--- config.mk ---
export PLATFORM = sky130hd
export DESIGN_NAME = aqs_sequencer
export DESIGN_NICKNAME = d
export VERILOG_FILES = /design/src/aqs_pkg.sv /design/src/aqs_sequencer.sv
export SDC_FILE = /design/constraint.sdc
export NUM_CORES = 1
export LEC_CHECK = 0
export BUFFER_PORTS_ARGS = -buffer_cell sky130_fd_sc_hd__buf_2
export CAP_MARGIN = 15
export CORE_ASPECT_RATIO = 0.6
export CORE_MARGIN = 5
export CORE_UTILIZATION = 64
export CTS_BUF_LIST = sky130_fd_sc_hd__clkbuf_2 sky130_fd_sc_hd__clkbuf_4 sky130_fd_sc_hd__clkbuf_8
export CTS_CLUSTER_SIZE = 16
export DETAILED_ROUTE_END_ITERATION = 8
export PLACE_DENSITY = 0.79
export SETUP_SLACK_MARGIN = 0.5
export SYNTH_ARGS = -nofsm -noshare
export SYNTH_HDL_FRONTEND = slang
export SYNTH_SLANG_ARGS = --single-unit
--- constraint.sdc ---
create_clock -name pclk -period 8.9 [get_ports pclk]
set_clock_uncertainty 0.1 [all_clocks]
set_input_delay 1.78 -clock pclk [delete_from_list [all_inputs] [get_ports pclk]]
set_output_delay 1.78 -clock pclk [all_outputs]
set_load 0.01 [all_outputs]
--- src/aqs_pkg.sv ---
// Package for the acquisition qualify sequencer: register map, field
// positions, reset values, program word layout, carrier structs, states.
// Assumes a 32-bit APB slave and a sampled 8-bit-data/16-bit-address bus.
package aqs_pkg;
   // Register byte addresses
   localparam logic [7:0] A_CTRL = 8'h00;
   localparam logic [7:0] A_STATUS = 8'h04;
   localparam logic [7:0] A_CNT_TGT = 8'h08;
   localparam logic [7:0] A_DLY_TGT = 8'h0c;
   localparam logic [7:0] A_EVT_CNT = 8'h10;
   localparam logic [7:0] A_POST_CNT = 8'h14;
   localparam logic [7:0] A_MATCH_BASE = 8'h20;
   localparam logic [7:0] A_PROG_BASE = 8'h40;
   localparam logic [7:0] MATCH_STRIDE = 8'h08;
   localparam logic [7:0] TEST_STRIDE = 8'h10;
   localparam int CLAUSES = 3;
   // Control bits (write one for a one-cycle command)
   localparam int CTRL_START = 0;
   localparam int CTRL_STOP = 1;
   // Status bit positions
   localparam int STS_STATE = 0;
   localparam int STS_TRIG = 3;
   localparam int STS_OVR = 4;
   localparam int STS_QUAL = 5;
   localparam int STS_TEST = 8;
   // Matcher second word fields
   localparam int M_DMASK = 8;
   localparam int M_RW_VAL = 16;
   localparam int M_RW_CARE = 17;
   // Reset values: event target 100, mid-window post-trigger count 127
   localparam logic [15:0] CNT_TGT_RST = 16'h0064;
   localparam logic [15:0] DLY_TGT_RST = 16'h007f;
   localparam int CLAUSE_W = 10;

   typedef enum logic [1:0] {
      K_NEVER = 2'h0,
      K_MATCH = 2'h1,
      K_COUNT = 2'h2,
      K_ALWAYS = 2'h3
   } aqs_kind_t;

   // Program clause: condition plus its compound action
   typedef struct packed {
      logic [1:0] gto;
      logic gto_en;
      logic trig;
      logic count;
      logic store;
      logic [1:0] midx;
      aqs_kind_t kind;
   } aqs_clause_t;

   // Sampled cycle; rw high is a read, low a write
   typedef struct packed {
      logic [15:0] addr;
      logic [7:0] data;
      logic rw;
   } aqs_sample_t;

   typedef struct packed {
      logic trig;
      aqs_sample_t s;
   } aqs_rec_t;

   typedef enum logic [2:0] {
      ST_IDLE = 3'b001,
      ST_RUN = 3'b010,
      ST_DONE = 3'b100
   } aqs_state_t;
endpackage : aqs_pkg

--- src/aqs_sequencer.sv ---
// Acquisition qualify sequencer: decides which sampled bus cycles of the
// system under test go to acquisition memory, via a two-entry buffer.
// Assumes pclk much faster than the sampled bus clock; APB register access.
//
// Overview of operation
// - With qualification in use, store only cycles where a store action executes.
// - Store actions may sit in any test, many times, each gated by its own test.
// - Any store action in a live clause (kind not never) means ungated cycles are never stored.
// - Acquisition ends when the post-trigger counter hits its target; stored cycles only.
// - Without further stored cycles the run continues until the operator stops it.
// - Matching write cycles are stored and counted; counter condition true at target 100.
// - Counter condition fires trigger, stores trigger cycle, moves to next test.
// - Mid-window position: after the trigger cycle, 127 more stored cycles.
// - Matcher read/write field 0 matches writes only; don't-care matches anything.
// - A test with only an always clause holding store stores every cycle.
`timescale 1ns/1ps
module aqs_sequencer #(
   parameter int NUM_TESTS = 4,
   parameter int NUM_MATCH = 4,
   parameter int CNT_W = 16
) (
   input wire logic pclk,
   input wire logic presetn,
   input wire logic psel,
   input wire logic penable,
   input wire logic pwrite,
   input wire logic [31:0] paddr,
   input wire logic [31:0] pwdata,
   output logic [31:0] prdata,
   output logic pready,
   output logic pslverr,
   input wire logic sut_clk,
   input wire aqs_pkg::aqs_sample_t sut_bus,
   output logic acq_valid,
   input wire logic acq_ready,
   output aqs_pkg::aqs_rec_t acq_data,
   output logic running
);
   import aqs_pkg::*;

   // Elaboration check: goto and matcher index are two bits wide
   if (NUM_TESTS < 1 || NUM_TESTS > 4 || NUM_MATCH < 1 || NUM_MATCH > 4 || CNT_W < 8 || CNT_W > 16) begin : g_chk
      $error("aqs_sequencer: unsupported parameter values");
   end

   localparam int PROG_N = NUM_TESTS * CLAUSES;

   aqs_state_t state_r;
   logic [1:0] tst_r;
   logic trig_r;
   logic ovr_r;
   logic [CNT_W-1:0] evt_cnt_r;
   logic [CNT_W-1:0] post_cnt_r;
   logic [CNT_W-1:0] cnt_tgt_r;
   logic [CNT_W-1:0] dly_tgt_r;
   logic [CLAUSE_W-1:0] prog_r [PROG_N];
   logic [31:0] mw0_r [NUM_MATCH];
   logic [31:0] mw1_r [NUM_MATCH];
   logic [2:0] clk_sync_r;
   aqs_sample_t bus_s1_r;
   aqs_sample_t bus_s2_r;
   aqs_sample_t smp_r;
   logic pend_r;
   logic qual_used;

   // Pattern match; a mask bit of zero means don't-care
   function automatic logic hit_match(aqs_sample_t s, logic [31:0] w0, logic [31:0] w1);
      logic a_ok;
      logic d_ok;
      logic r_ok;
      a_ok = ((s.addr ^ w0[15:0]) & w0[31:16]) == 16'h0000;
      d_ok = ((s.data ^ w1[7:0]) & w1[M_DMASK+:8]) == 8'h00;
      r_ok = !w1[M_RW_CARE] || (s.rw == w1[M_RW_VAL]);
      return a_ok && d_ok && r_ok;
   endfunction : hit_match

   // Program slot of a test's clause
   function automatic int slot(logic [1:0] t, int c);
      return int'(t) * CLAUSES + c;
   endfunction : slot

   // APB decode
   logic [7:0] off;
   logic hi_zero;
   logic in_match;
   logic in_prog;
   logic [1:0] m_sel;
   logic [1:0] p_tst;
   logic [1:0] p_cl;
   logic mapped;
   logic apb_wr;
   assign off = paddr[7:0];
   assign hi_zero = paddr[31:8] == 24'h000000;
   assign in_match = off >= A_MATCH_BASE && off < A_MATCH_BASE + 8'(NUM_MATCH) * MATCH_STRIDE;
   assign in_prog = off >= A_PROG_BASE && off < A_PROG_BASE + 8'(NUM_TESTS) * TEST_STRIDE
                    && p_cl != 2'(CLAUSES);
   assign m_sel = off[4:3];
   assign p_tst = off[5:4];
   assign p_cl = off[3:2];
   assign mapped = hi_zero && off[1:0] == 2'b00 && (in_match || in_prog || off == A_CTRL
                   || off == A_STATUS || off == A_CNT_TGT || off == A_DLY_TGT
                   || off == A_EVT_CNT || off == A_POST_CNT);
   assign apb_wr = psel && penable && pwrite && mapped;
   assign pready = 1'b1;
   assign pslverr = psel && penable && !mapped;

   // Read mux; zero for unmapped and reserved bits, except matcher words, which read back all 32 written bits
   always_comb begin
      prdata = 32'h0;
      if (mapped) begin
         if (in_match) begin
            prdata = off[2] ? mw1_r[m_sel] : mw0_r[m_sel];
         end else if (in_prog) begin
            prdata = 32'(prog_r[slot(p_tst, int'(p_cl))]);
         end else begin
            case (off)
               A_STATUS: begin
                  prdata[STS_STATE+:3] = state_r;
                  prdata[STS_TRIG] = trig_r;
                  prdata[STS_OVR] = ovr_r;
                  prdata[STS_QUAL] = qual_used;
                  prdata[STS_TEST+:2] = tst_r;
               end
               A_CNT_TGT: prdata = 32'(cnt_tgt_r);
               A_DLY_TGT: prdata = 32'(dly_tgt_r);
               A_EVT_CNT: prdata = 32'(evt_cnt_r);
               A_POST_CNT: prdata = 32'(post_cnt_r);
               default: prdata = 32'h0;
            endcase
         end
      end
   end

   // Configuration registers: targets, matchers, program
   always_ff @(posedge pclk or negedge presetn) begin
      if (!presetn) begin
         cnt_tgt_r <= CNT_W'(CNT_TGT_RST);
         dly_tgt_r <= CNT_W'(DLY_TGT_RST);
         for (int i = 0; i < NUM_MATCH; i++) begin
            mw0_r[i] <= 32'h0;
            mw1_r[i] <= 32'h0;
         end
         for (int i = 0; i < PROG_N; i++) begin
            prog_r[i] <= '0;
         end
      end else if (apb_wr) begin
         if (off == A_CNT_TGT) cnt_tgt_r <= pwdata[CNT_W-1:0];
         if (off == A_DLY_TGT) dly_tgt_r <= pwdata[CNT_W-1:0];
         if (in_match && !off[2]) mw0_r[m_sel] <= pwdata;
         if (in_match && off[2]) mw1_r[m_sel] <= pwdata;
         if (in_prog) prog_r[slot(p_tst, int'(p_cl))] <= pwdata[CLAUSE_W-1:0];
      end
   end

   // Pin synchronisers; third clock flop only feeds the edge detector
   always_ff @(posedge pclk or negedge presetn) begin
      if (!presetn) begin
         clk_sync_r <= 3'b000;
         bus_s1_r <= '0;
         bus_s2_r <= '0;
      end else begin
         clk_sync_r <= {clk_sync_r[1:0], sut_clk};
         bus_s1_r <= sut_bus;
         bus_s2_r <= bus_s1_r;
      end
   end

   logic smp_stb;
   assign smp_stb = clk_sync_r[1] && !clk_sync_r[2];

   // Qualification is in force if any live clause holds a store action
   always_comb begin
      aqs_clause_t q;
      q = '0;
      qual_used = 1'b0;
      for (int i = 0; i < PROG_N; i++) begin
         q = aqs_clause_t'(prog_r[i]);
         qual_used = qual_used || (q.store && q.kind != K_NEVER);
      end
   end

   // Clause evaluation for the active test; first true clause acts
   aqs_clause_t cl [CLAUSES];
   logic [CLAUSES-1:0] tru;
   aqs_clause_t act;
   logic act_ok;
   always_comb begin
      act = '0;
      act_ok = 1'b0;
      for (int c = 0; c < CLAUSES; c++) begin
         cl[c] = aqs_clause_t'(prog_r[slot(tst_r, c)]);
         case (cl[c].kind)
            K_MATCH: tru[c] = hit_match(smp_r, mw0_r[cl[c].midx], mw1_r[cl[c].midx]);
            K_COUNT: tru[c] = evt_cnt_r == cnt_tgt_r;
            K_ALWAYS: tru[c] = 1'b1;
            default: tru[c] = 1'b0;
         endcase
      end
      for (int c = CLAUSES - 1; c >= 0; c--) begin
         if (tru[c]) begin
            act = cl[c];
            act_ok = 1'b1;
         end
      end
   end

   // One evaluation per sample; stalls while the buffer is full
   logic eval;
   logic do_store;
   logic do_trig;
   logic post_hit;
   logic buf_rdy;
   assign eval = state_r == ST_RUN && pend_r && buf_rdy;
   assign do_store = eval && (qual_used ? (act_ok && act.store) : 1'b1);
   assign do_trig = eval && act_ok && act.trig && !trig_r;
   assign post_hit = do_store && trig_r && post_cnt_r + 1'b1 == dly_tgt_r;

   // Latched sample held until evaluated
   always_ff @(posedge pclk or negedge presetn) begin
      if (!presetn) begin
         smp_r <= '0;
         pend_r <= 1'b0;
         ovr_r <= 1'b0;
      end else begin
         if (smp_stb && !(pend_r && !eval)) begin
            smp_r <= bus_s2_r;
         end
         if (smp_stb) pend_r <= state_r == ST_RUN;
         else if (eval || state_r != ST_RUN) pend_r <= 1'b0;
         if (apb_wr && off == A_CTRL && pwdata[CTRL_START]) ovr_r <= 1'b0;
         if (smp_stb && pend_r && !eval) ovr_r <= 1'b1; // Lost sample wins over clear
      end
   end

   // Run control, test transfer, trigger
   always_ff @(posedge pclk or negedge presetn) begin
      if (!presetn) begin
         state_r <= ST_IDLE;
         tst_r <= 2'b00;
         trig_r <= 1'b0;
      end else if (apb_wr && off == A_CTRL && pwdata[CTRL_STOP]) begin
         state_r <= ST_DONE;
      end else if (apb_wr && off == A_CTRL && pwdata[CTRL_START]) begin
         state_r <= ST_RUN;
         tst_r <= 2'b00;
         trig_r <= 1'b0;
      end else begin
         case (state_r)
            ST_RUN: begin
               if (post_hit) state_r <= ST_DONE;
               if (do_trig) trig_r <= 1'b1;
               if (eval && act_ok && act.gto_en) tst_r <= act.gto;
            end
            ST_IDLE, ST_DONE: state_r <= state_r;
            default: state_r <= ST_IDLE;
         endcase
      end
   end

   // Event and post-trigger counters
   always_ff @(posedge pclk or negedge presetn) begin
      if (!presetn) begin
         evt_cnt_r <= '0;
         post_cnt_r <= '0;
      end else if (apb_wr && off == A_CTRL && pwdata[CTRL_START]) begin
         evt_cnt_r <= '0;
         post_cnt_r <= '0;
      end else begin
         if (eval && act_ok && act.count) evt_cnt_r <= evt_cnt_r + 1'b1;
         if (do_store && trig_r) post_cnt_r <= post_cnt_r + 1'b1;
      end
   end

   // Two-entry buffer toward acquisition memory; a long stall loses later samples and sets overrun
   aqs_rec_t buf_r [2];
   logic wp_r;
   logic rp_r;
   logic [1:0] cnt_r;
   logic push;
   logic pop;
   assign buf_rdy = cnt_r != 2'd2;
   assign push = do_store;
   assign pop = acq_valid && acq_ready;
   assign acq_valid = cnt_r != 2'd0;
   assign acq_data = buf_r[rp_r];
   always_ff @(posedge pclk or negedge presetn) begin
      if (!presetn) begin
         buf_r[0] <= '0;
         buf_r[1] <= '0;
         wp_r <= 1'b0;
         rp_r <= 1'b0;
         cnt_r <= 2'd0;
      end else begin
         if (push) begin
            buf_r[wp_r] <= '{trig: do_trig, s: smp_r};
            wp_r <= !wp_r;
         end
         if (pop) rp_r <= !rp_r;
         cnt_r <= cnt_r + 2'(push) - 2'(pop);
      end
   end

   assign running = state_r == ST_RUN;

   // Checks
   a_gated_store: assert property (@(posedge pclk) disable iff (!presetn)
      eval && qual_used && !(act_ok && act.store) |-> !push)
      else $error("ungated cycle stored");
   a_no_store_idle: assert property (@(posedge pclk) disable iff (!presetn)
      state_r != ST_RUN |-> !push)
      else $error("store outside run");
   a_delay_done: assert property (@(posedge pclk) disable iff (!presetn)
      post_hit && !apb_wr |=> state_r == ST_DONE && post_cnt_r == $past(dly_tgt_r))
      else $error("delay end missed");
   a_post_on_store: assert property (@(posedge pclk) disable iff (!presetn)
      !(apb_wr && off == A_CTRL) ##1 post_cnt_r != $past(post_cnt_r) |-> $past(push) && $past(trig_r))
      else $error("post count moved without store");
   a_keep_running: assert property (@(posedge pclk) disable iff (!presetn)
      state_r == ST_RUN && !post_hit && !apb_wr |=> state_r == ST_RUN)
      else $error("run ended without cause");
   a_evt_count: assert property (@(posedge pclk) disable iff (!presetn)
      eval && act_ok && act.count && !apb_wr |=> evt_cnt_r == $past(evt_cnt_r) + 1'b1)
      else $error("event not counted");
   a_trig_stored: assert property (@(posedge pclk) disable iff (!presetn)
      do_trig && act.store |-> push ##1 trig_r)
      else $error("trigger cycle not stored");
   a_write_only: assert property (@(posedge pclk) disable iff (!presetn)
      cl[0].kind == K_MATCH && mw1_r[cl[0].midx][M_RW_CARE] && !mw1_r[cl[0].midx][M_RW_VAL]
      && smp_r.rw |-> !tru[0])
      else $error("read matched write pattern");
   a_one_eval: assert property (@(posedge pclk) disable iff (!presetn)
      eval && !smp_stb |=> !eval)
      else $error("sample evaluated twice");
   a_goto_next: assert property (@(posedge pclk) disable iff (!presetn)
      eval && act_ok && act.gto_en && !apb_wr |=> tst_r == $past(act.gto))
      else $error("test transfer missed");
   a_always_store: assert property (@(posedge pclk) disable iff (!presetn)
      eval && act_ok && act.kind == K_ALWAYS && act.store |-> push)
      else $error("always clause did not store");
   a_buf_hold: assert property (@(posedge pclk) disable iff (!presetn)
      acq_valid && !acq_ready |=> acq_valid && $stable(acq_data))
      else $error("buffer dropped a word");
endmodule : aqs_sequencer

[Word-level counts from Yosys, hierarchy flattened]
Index checks and enable logic that the tools add are counted.
Word-level totals
  flip-flop bits (word level): 582
  bits of input ports: 96
  output and inout bits: 62
  word-level logic and storage cells: 334
Operators by class
  $add $sub $neg: 7
  multiply operators: 2
  order comparisons: 17
  equality and inequality tests: 27
  mux-type cells: 85
  bitwise logic cells: 23
  reductions and logical operators: 123
Operators with widths (count)
  32-bit binary-select mux with 2-bit select: 8
  32-bit two-way mux: 15
  128-bit bitwise mux: 2
  10-bit binary-select mux with 4-bit select: 4
  32-bit by 5-bit greater-or-equal comparator with 1-bit output (second input constant): 4
  120-bit bitwise mux: 1
  10-bit two-way mux: 12
  18-bit two-way mux: 6
  26-bit two-way mux: 4
  32-bit demux with 2-bit select: 1
  16-bit two-way mux: 4
  32-bit inverter: 2
  5-bit inverter with 32-bit output: 2
  52-bit bitwise mux: 1
  1-bit logical AND: 52
  16-bit AND: 3
  16-bit zero test: 3
  16-bit bitwise XOR: 3
  10-bit demux with 4-bit select: 1
  2-bit nonzero test: 20
  16-bit by 1-bit adder with 16-bit output (second input constant): 2
  32-bit by 2-bit adder with 32-bit output (second input constant): 1
  16-bit == test: 2
  8-bit zero test: 4
  other kinds (49): 127

[Logic depth before layout (Yosys ltp)]
Gate-level depths: netlist of the first run.
  depth in word-level cells: 28
  gate-level depth with buffers: 29
  mapped depth without buffers: 15

[Least setup slack after synthesis of the first run]
OpenSTA, ideal clock, no wires.
  path type: reg2reg
  from: register tst_r[0]
  to: register buf_r[30] (netlist name)
  library setup time: 0.125 ns
  arrival: 6.478 ns
  data required time: 8.675 ns
  setup slack: 2.197 ns
  stages on the path, launching flop included: 27
  path buffers: 13
  period minus slack after synthesis: 6.703 ns
  cell sequence: dfrtp_1 buf_6 buf_6 buf_4 buf_4 buf_2 buf_4 buf_2 buf_4 buf_2 buf_2 inv_1 ha_1 clkbuf_1 mux4_2 a2bb2oi_2 mux2_2 a22oi_1 nand4_1 o211ai_1 nand2_1 o211ai_1 nor2_1 or4_1 buf_4 buf_6 mux2_4
On the way
  cells in the longest elaborated chain, start to end: 22
  elaborated cells between the ends (all ways): 90
  classes of those cells: 2 x add/sub; 1 x mul; 12 x eq/ne; 37 x mux; 18 x bitwise; 20 x reduce/logical
RTL lines
  start, declared: RTL line aqs_sequencer.sv:49  | logic [1:0] tst_r;
  start signal, assigned: RTL line aqs_sequencer.sv:252  | if (eval && act_ok && act.gto_en) tst_r <= act.gto;
  2-bit by 2-bit multiplier with 4-bit output *: RTL line aqs_sequencer.sv:79  | return int'(t) * CLAUSES + c;
  branches (longest 18 deep; another with 32-bit by 2-bit adder with 32-bit output)
  1-bit logical AND *: RTL line aqs_sequencer.sv:214  | assign do_store = eval && (qual_used ? (act_ok && act.store) : 1'b1);
  1-bit two-way mux *: RTL line aqs_sequencer.sv:214
  1-bit logical AND *: RTL line aqs_sequencer.sv:214
  end signal, assigned by index: RTL line aqs_sequencer.sv:295  | buf_r[wp_r] <= '{trig: do_trig, s: smp_r};
  end, declared: RTL line aqs_sequencer.sv:275  | aqs_rec_t buf_r [2];
Every way passes the cells marked *. The select of a mux whose other input is x is not followed.
A chain may end at the register's enable or synchronous reset.

[Worst setup path after layout of the first run]
  from: input port paddr[3]
  to: output port prdata[4]
On the way
  cells in the longest elaborated chain, start to end: 12
  elaborated cells between the ends (all ways): 39
  classes of those cells: 1 x add/sub; 4 x order compare; 6 x eq/ne; 14 x mux; 2 x bitwise; 12 x reduce/logical
RTL lines
  start, declared: RTL line aqs_sequencer.sv:27  | input wire logic [31:0] paddr,
  branches (longest 11 deep; another with 4-bit by 2-bit adder with 5-bit output)
  32-bit two-way mux *: RTL line aqs_sequencer.sv:110  | if (mapped) begin
  end, declared: RTL line aqs_sequencer.sv:29  | output logic [31:0] prdata,
Marked as above.

==> impl_metrics.tcl, run 1 <==
set metrics [dict create \
    critical_path_buf_inv_count 2 \
    slowest_delay_ps 1020 \
    slew_headroom_pct 10.49 \
    cts-hold-fix-buffers 0 \
    reg2reg_slack_ps 2070 \
    rsz0062_at_grt "false" \
    hp-start "bus_s1_r[20]" \
    synth_compound_area_share_pct 6.513 \
    post_cts_buffers 0 \
    p_int_mw 4.106 \
    min_period_ps 7858 \
    clock_latency_ps 690 \
    startpoint_type "input port" \
    die_w_um 300 \
    fill_cells 3390 \
    finalMaxSlewViolations 0 \
    synth.cell_area_um2 32290 \
    p_switching_mw 1.475 \
    grt_overflow_total 0 \
    worst_setup_path_end_kind "output port" \
    synth-async-reset-ratio_pct 100.0 \
    clockBufferDepth 3 \
    synth_area_per_cell_um2 12.64 \
    r2r_cells 15 \
    cpLargestDelayFamily "adder cells" \
    combPwrFrac_pct 7.6 \
    die_h_um 184 \
    cts_root_buffer "clkbuf_8" \
    ant_nets 0 \
    io_pins 158 \
    final_cells 3378 \
    grt_max_degree 180 \
    layout-drive-gt1-share_pct 40.01 \
    vias 24300 \
    hold_depth 0 \
    ys.flop_type "dfrtp_1" \
    synthesis.nets 2666 \
    syn_inst 2554 \
    cts.clk_slew.worst_paths_ps 70 \
    final_core_util_pct 71.59 \
    maxCapViolations 0 \
    numCtsBuffers 85 \
    synth_edf_count 0 \
    finalPower_mw 5.581 \
    regToRegStartpoint "tst_r[0]" \
    fin_ws_ps 1042 \
    finalSetupTns_ps 0 \
    ys_warn_count 0 \
    path_cells "buf_4 -> fa_1 -> ha_1 -> mux4_2 -> mux2_2 -> a22oi_1 -> nor2_1 -> a2111oi_0 -> a211oi_1 -> buf_2" \
    totalWireLength_um 110100 \
    p_leak_nw 16.53 \
    gp_congestion 1.056 \
    hp-class "flop to flop" \
    fin_hold_ws_ps 246.4 \
    sw_frac_of_total_pct 26.43 \
    final_nets 2773 \
    grt_pass1_vias 24370 \
    dp_hpwl_um 78200 \
    max_freq_mhz 127.3 \
    first_pass_iters 6 \
    synthAdderAreaFrac_pct 0.6664 \
    power_frac_clock_pct 42.7 \
    r2r_end "buf_r[41]" \
    worstSetupPathType "input port to output port" \
    fin_crit_sh_pct 88.29 \
    area_growth_pct 10.08 \
    cts_max_level 3 \
    grt_pass1_wl_um 163700 \
    drt_iter0_drc 2978 \
    cp_slowest_cell "ha_1" \
    cts_resized 0 \
    drt-wirelength-per-cell_um 32.60 \
    cts_tree "yes" \
    synth_simple_gate_area_share_pct 7.931 \
    crit_fanout 46 \
    rows 63 \
    dp_slack_ps 1125 \
    port_buffers 156 \
    power_density_nw_per_um2 157.0 \
    hold_path_end "bus_s2_r[20]" \
    hold_viol 0 \
    tightest_slew_ps 1335 \
    stdcell_area_um2 35550 \
    yosysUniqueCellTypes 84 \
    placed_cells 3224 \
    synth_mux_area_share_pct 32.87 \
    avgViaCountPerCell 7.193 \
    ys_ff_latch 582 \
    antenna_found_initial 3 \
    core-area_um2 49660 \
    initial_core_util_pct 65.03 \
    peakVddDrop_uv 235.2 \
    post-route-drc-count 0 \
    setup_viol 0 \
    synth_xor_area_share_pct 4.149 \
    worstPathRequired_ps 7020 \
    yosysSeqAreaShare_pct 45.14 \
    power_frac_seq_pct 49.7 \
    track_usage_pct 40.05 \
    placed_area_um2 33650 \
    synth_top_family_by_area "multiplexers" \
    cp.arrival_ps 5980 \
    die_area_um2 55200 \
    run_status "completed" \
    clock-sinks 582 \
]
[synth_stat cells (20+ instances only)]
| cell type | n | area (um2) |
|---|---|---|
| buf_1 | 31 | 116.4 |
| o21ai_0 | 73 | 365.4 |
| nor4_1 | 28 | 175.2 |
| mux4_2 | 162 | 3649 |
| clkbuf_1 | 137 | 514.2 |
| nor2b_1 | 23 | 143.9 |
| nand3_1 | 46 | 230.2 |
| dfrtp_1 | 571 | 14290 |
| xnor2_1 | 48 | 420.4 |
| nor2_1 | 88 | 330.3 |
| nor3_1 | 20 | 100.1 |
| a22oi_1 | 50 | 375.4 |
| nand2_1 | 158 | 593.1 |
| a211oi_1 | 21 | 157.7 |
| inv_1 | 28 | 105.1 |
| mux2_2 | 506 | 5698 |
| xor2_1 | 105 | 919.6 |
| a21oi_1 | 20 | 100.1 |
| nand2b_1 | 30 | 187.7 |
| nand4_1 | 24 | 150.1 |
| mux2i_1 | 96 | 960.9 |
[layout make-up]
| cell class | count | area, um2 | share of cell area [%] |
|---|---|---|---|
| multi-input combinational | 1756 | 16910 | 47.57 |
| sequential | 582 | 14580 | 41.02 |
| clock buffer | 136 | 1734 | 4.878 |
| timing repair buffer | 208 | 1239 | 3.484 |
| tap | 650 | 813.3 | 2.288 |
| clock inverter | 17 | 163.9 | 0.4611 |
| inverter | 28 | 105.1 | 0.2956 |
| antenna | 1 | 2.502 | 0.007039 |
[state kept, by name (all words and copies together), names as in the netlist, 25 cells and up]
signal / count
mw0_r: 128
bus_s2_r: 25
buf_r: 52
mw1_r: 128
smp_r: 25
prog_r: 120
bus_s1_r: 25
[layout by cell type, fill, tap and decap left out, types with 9 or more instances in the layout]
cell,Yosys,routed
buf_4,7,51
and2_1,14,14
a31oi_1,10,10
xnor2_1,48,48
a2111oi_0,10,10
a21oi_1,20,20
xor2_1,105,105
nor2_1,88,87
o211ai_1,15,15
buf_2,9,152
and3_1,14,14
nor4_1,28,26
inv_1,28,28
nand2_1,158,158
a211oi_1,21,21
o22ai_1,12,12
mux2_4,19,19
dfstp_2,11,11
or3_1,9,9
nand3b_1,15,15
nand3_1,46,45
ha_1,14,12
mux2i_1,96,96
mux2_2,506,506
mux4_2,162,162
nor2b_1,23,23
a22oi_1,50,50
nor3_1,20,16
o21ai_0,73,73
dfrtp_1,571,570
clkbuf_8,0,114
clkbuf_4,0,22
nand2b_1,30,30
nand4_1,24,24
[per-layer routing]
metal	share of wire (%)	track usage [%]	vias up
met1	42	60.34	12650
met3	16	20.10	185
met5	0.011	0	-
li1	-	-	9772
met2	40	52.56	1686
met4	1.9	7.872	2
[power groups by stage]
stage	sequential [mW]	clock [mW]	combinational, mW
floorplan	2.74	0	0.265
global placement	2.81	0	0.402
detailed placement	2.82	0	0.414
CTS	2.77	2.40	0.417
global route	2.77	2.52	0.453
finish	2.77	2.38	0.425
[logic make-up after synthesis]
| group | count (synthesis) |
|---|---|
| compound gates | 295 |
| xor+xnor | 153 |
| fa+ha+maj | 16 |
| buf+inv | 216 |
| flops | 582 |
| mux | 785 |
| other cells | 1 |
| simple gates | 506 |
[worst max-delay path by stage]
stage                   from         to  slack, ps  cells past startpoint
floorplan           tst_r[0]  buf_r[30]       2200                     26
global route        paddr[3]  prdata[8]        780                     10
CTS                 paddr[3]  prdata[4]       1100                     10
global placement    paddr[3]  prdata[0]       1230                     10
detailed placement  paddr[3]  prdata[4]       1130                     10
finish              paddr[3]  prdata[4]       1040                     10
Power figures use the tool's default switching activity.
==> run 2, diff against run 1 <==
Clock period 8.9 ns to 8.68 ns, I/O delays scaled along.
==> run 2 against run 1 <==
  * Total power up 4.0%
  * Critical path type unchanged
  * Non-clock buffer count rose by 2
  * Hold slack worse by 8.3 ps
==> impl_metrics.tcl, run 2 (same netlist as run 1, synthesis figures left out) <==
set metrics [dict create \
    cts_max_level 3 \
    gr-usage-met2_pct 53.03 \
    hold_depth 0 \
    hp-start "bus_s1_r[8]" \
    final_core_util_pct 71.64 \
    finalPower_mw 5.805 \
    drt-wirelength-per-cell_um 32.96 \
    p_switching_mw 1.533 \
    post_cts_buffers 0 \
    cp.arrival_ps 5800 \
    power_frac_clock_pct 43.6 \
    clock-sinks 582 \
    layout-drive-gt1-share_pct 39.96 \
    hold_path_end "bus_s2_r[8]" \
    finalMaxSlewViolations 0 \
    worstPathRequired_ps 6840 \
    antenna_found_initial 4 \
    run_status "completed" \
    peakVddDrop_uv 208.3 \
    finalSetupTns_ps 0 \
    power_density_nw_per_um2 163.2 \
    die_area_um2 55200 \
    numCtsBuffers 83 \
    r2r_end "buf_r[45]" \
    max_freq_mhz 130.9 \
    final_nets 2773 \
    maxCapViolations 0 \
    avgViaCountPerCell 7.208 \
    gp_congestion 1.069 \
    p_int_mw 4.272 \
    r2r_cells 15 \
    cts_root_buffer "clkbuf_8" \
    stdcell_area_um2 35580 \
    combPwrFrac_pct 7.5 \
    layout_commonest_cell "dfrtp_1" \
    setup_viol 0 \
    grt_max_degree 183 \
    power_frac_seq_pct 49.0 \
    tightest_slew_ps 1463 \
    port_buffers 156 \
    grtUsageMet3_pct 18.86 \
    startpoint_type "input port" \
    crit_fanout 34 \
    cts.clk_slew.worst_paths_ps 70 \
    reg2reg_slack_ps 1920 \
    grt-busiest-layer "met1" \
    worstSetupPathType "input port to output port" \
    drt_iter0_drc 3545 \
    die_h_um 184 \
    biggestRegsByFlops "mw0_r (128), mw1_r (128), prog_r (120)" \
    io_pins 158 \
    dp_hpwl_um 78270 \
    rows 63 \
    sw_frac_of_total_pct 26.41 \
    cts_tree "yes" \
    mostFrequentLayoutCells "570 x dfrtp_1, 506 x mux2_2, 162 x mux4_2" \
    grt_pass1_vias 24320 \
    met1_usage_pct 61.19 \
    worst_setup_path_end_kind "output port" \
    grt_overflow_total 0 \
    track_usage_pct 40.54 \
    cts_resized 0 \
    clock_latency_ps 710 \
    rsz0062_at_grt "false" \
    hp-class "flop to flop" \
    post-route-drc-count 0 \
    ant_nets 0 \
    placed_area_um2 33640 \
    clockBufferDepth 3 \
    p_leak_nw 16.54 \
    initial_core_util_pct 65.03 \
    totalWireLength_um 111200 \
    slew_headroom_pct 2.480 \
    die_w_um 300 \
    core-area_um2 49660 \
    hold_viol 0 \
    fin_crit_sh_pct 87.98 \
    area_growth_pct 10.16 \
    first_pass_iters 9 \
    cts-hold-fix-buffers 0 \
    regToRegStartpoint "tst_r[0]" \
    vias 24320 \
    min_period_ps 7637 \
    grt_pass1_wl_um 165200 \
]
[run 2: changes by cell type in the layout (fill, tap and decap cells not counted), moves of 2 or more]
| cell | previous run | this run |
|---|---|---|
| clkbuf_4 | 22 | 16 |
| inv_6 | 2 | 0 |
| clkinv_2 | 8 | 14 |
| bufinv_16 | 1 | 7 |
| clkbuf_8 | 114 | 104 |
| buf_4 | 51 | 53 |
[run 2: layer usage]
metal	vias up	wire length, um
met5	-	141
met4	6	2743
met3	216	18600
met2	1775	43330
met1	12550	46380
li1	9775	-
[run 2: through the flow]
| stage | setup slack [ps] | hold slack, ps | cells |
|---|---|---|---|
| after floorplan | 1977 | 231.2 | 2554 |
| after global placement | 1294 | 233.1 | 3224 |
| after detailed placement | 1193 | 234.7 | 3224 |
| after CTS | 1191 | 239.9 | 3371 |
| after global routing | 889.5 | 254.0 | 3373 |
| final | 1043 | 238.1 | 3374 |
[run 2: how the worst max path moves through the flow]
stage,startpoint,to,cells past startpoint
floorplan,tst_r[0],buf_r[30],26
global placement,paddr[3],prdata[9],11
detailed placement,paddr[3],prdata[9],11
CTS,paddr[3],prdata[9],11
global route,paddr[3],prdata[9],11
finish,paddr[3],prdata[1],10
[run 2: area by class of cell]
cell class / instances / area, um2
Multi-Input combinational cell: 1756 / 16910
Clock inverter: 28 / 375.4
Tap cell: 650 / 813.3
Sequential cell: 582 / 14580
Inverter: 28 / 105.1
Fill cell: 3267 / 14080
Timing Repair Buffer: 210 / 1241
Antenna cell: 1 / 2.502
Clock buffer: 119 / 1544
[run 2: critical path: stages]
cell and delay, ps:
buf_4 520, fa_1 520, ha_1 920, mux4_2 420, mux2_2 270, a22oi_1 490, nor2_1 120, a2111oi_0 490
a211oi_1 90, buf_2 200
[run 2: power by group through the flow]
stage	Combinational (mW)	Sequential (mW)	Clock (mW)
6_report	0.434	2.84	2.53
5_1_grt	0.463	2.84	2.67
4_1_cts	0.427	2.83	2.55
3_5_place_dp	0.424	2.88	0
3_3_place_gp	0.412	2.88	0
2_1_floorplan	0.272	2.81	0
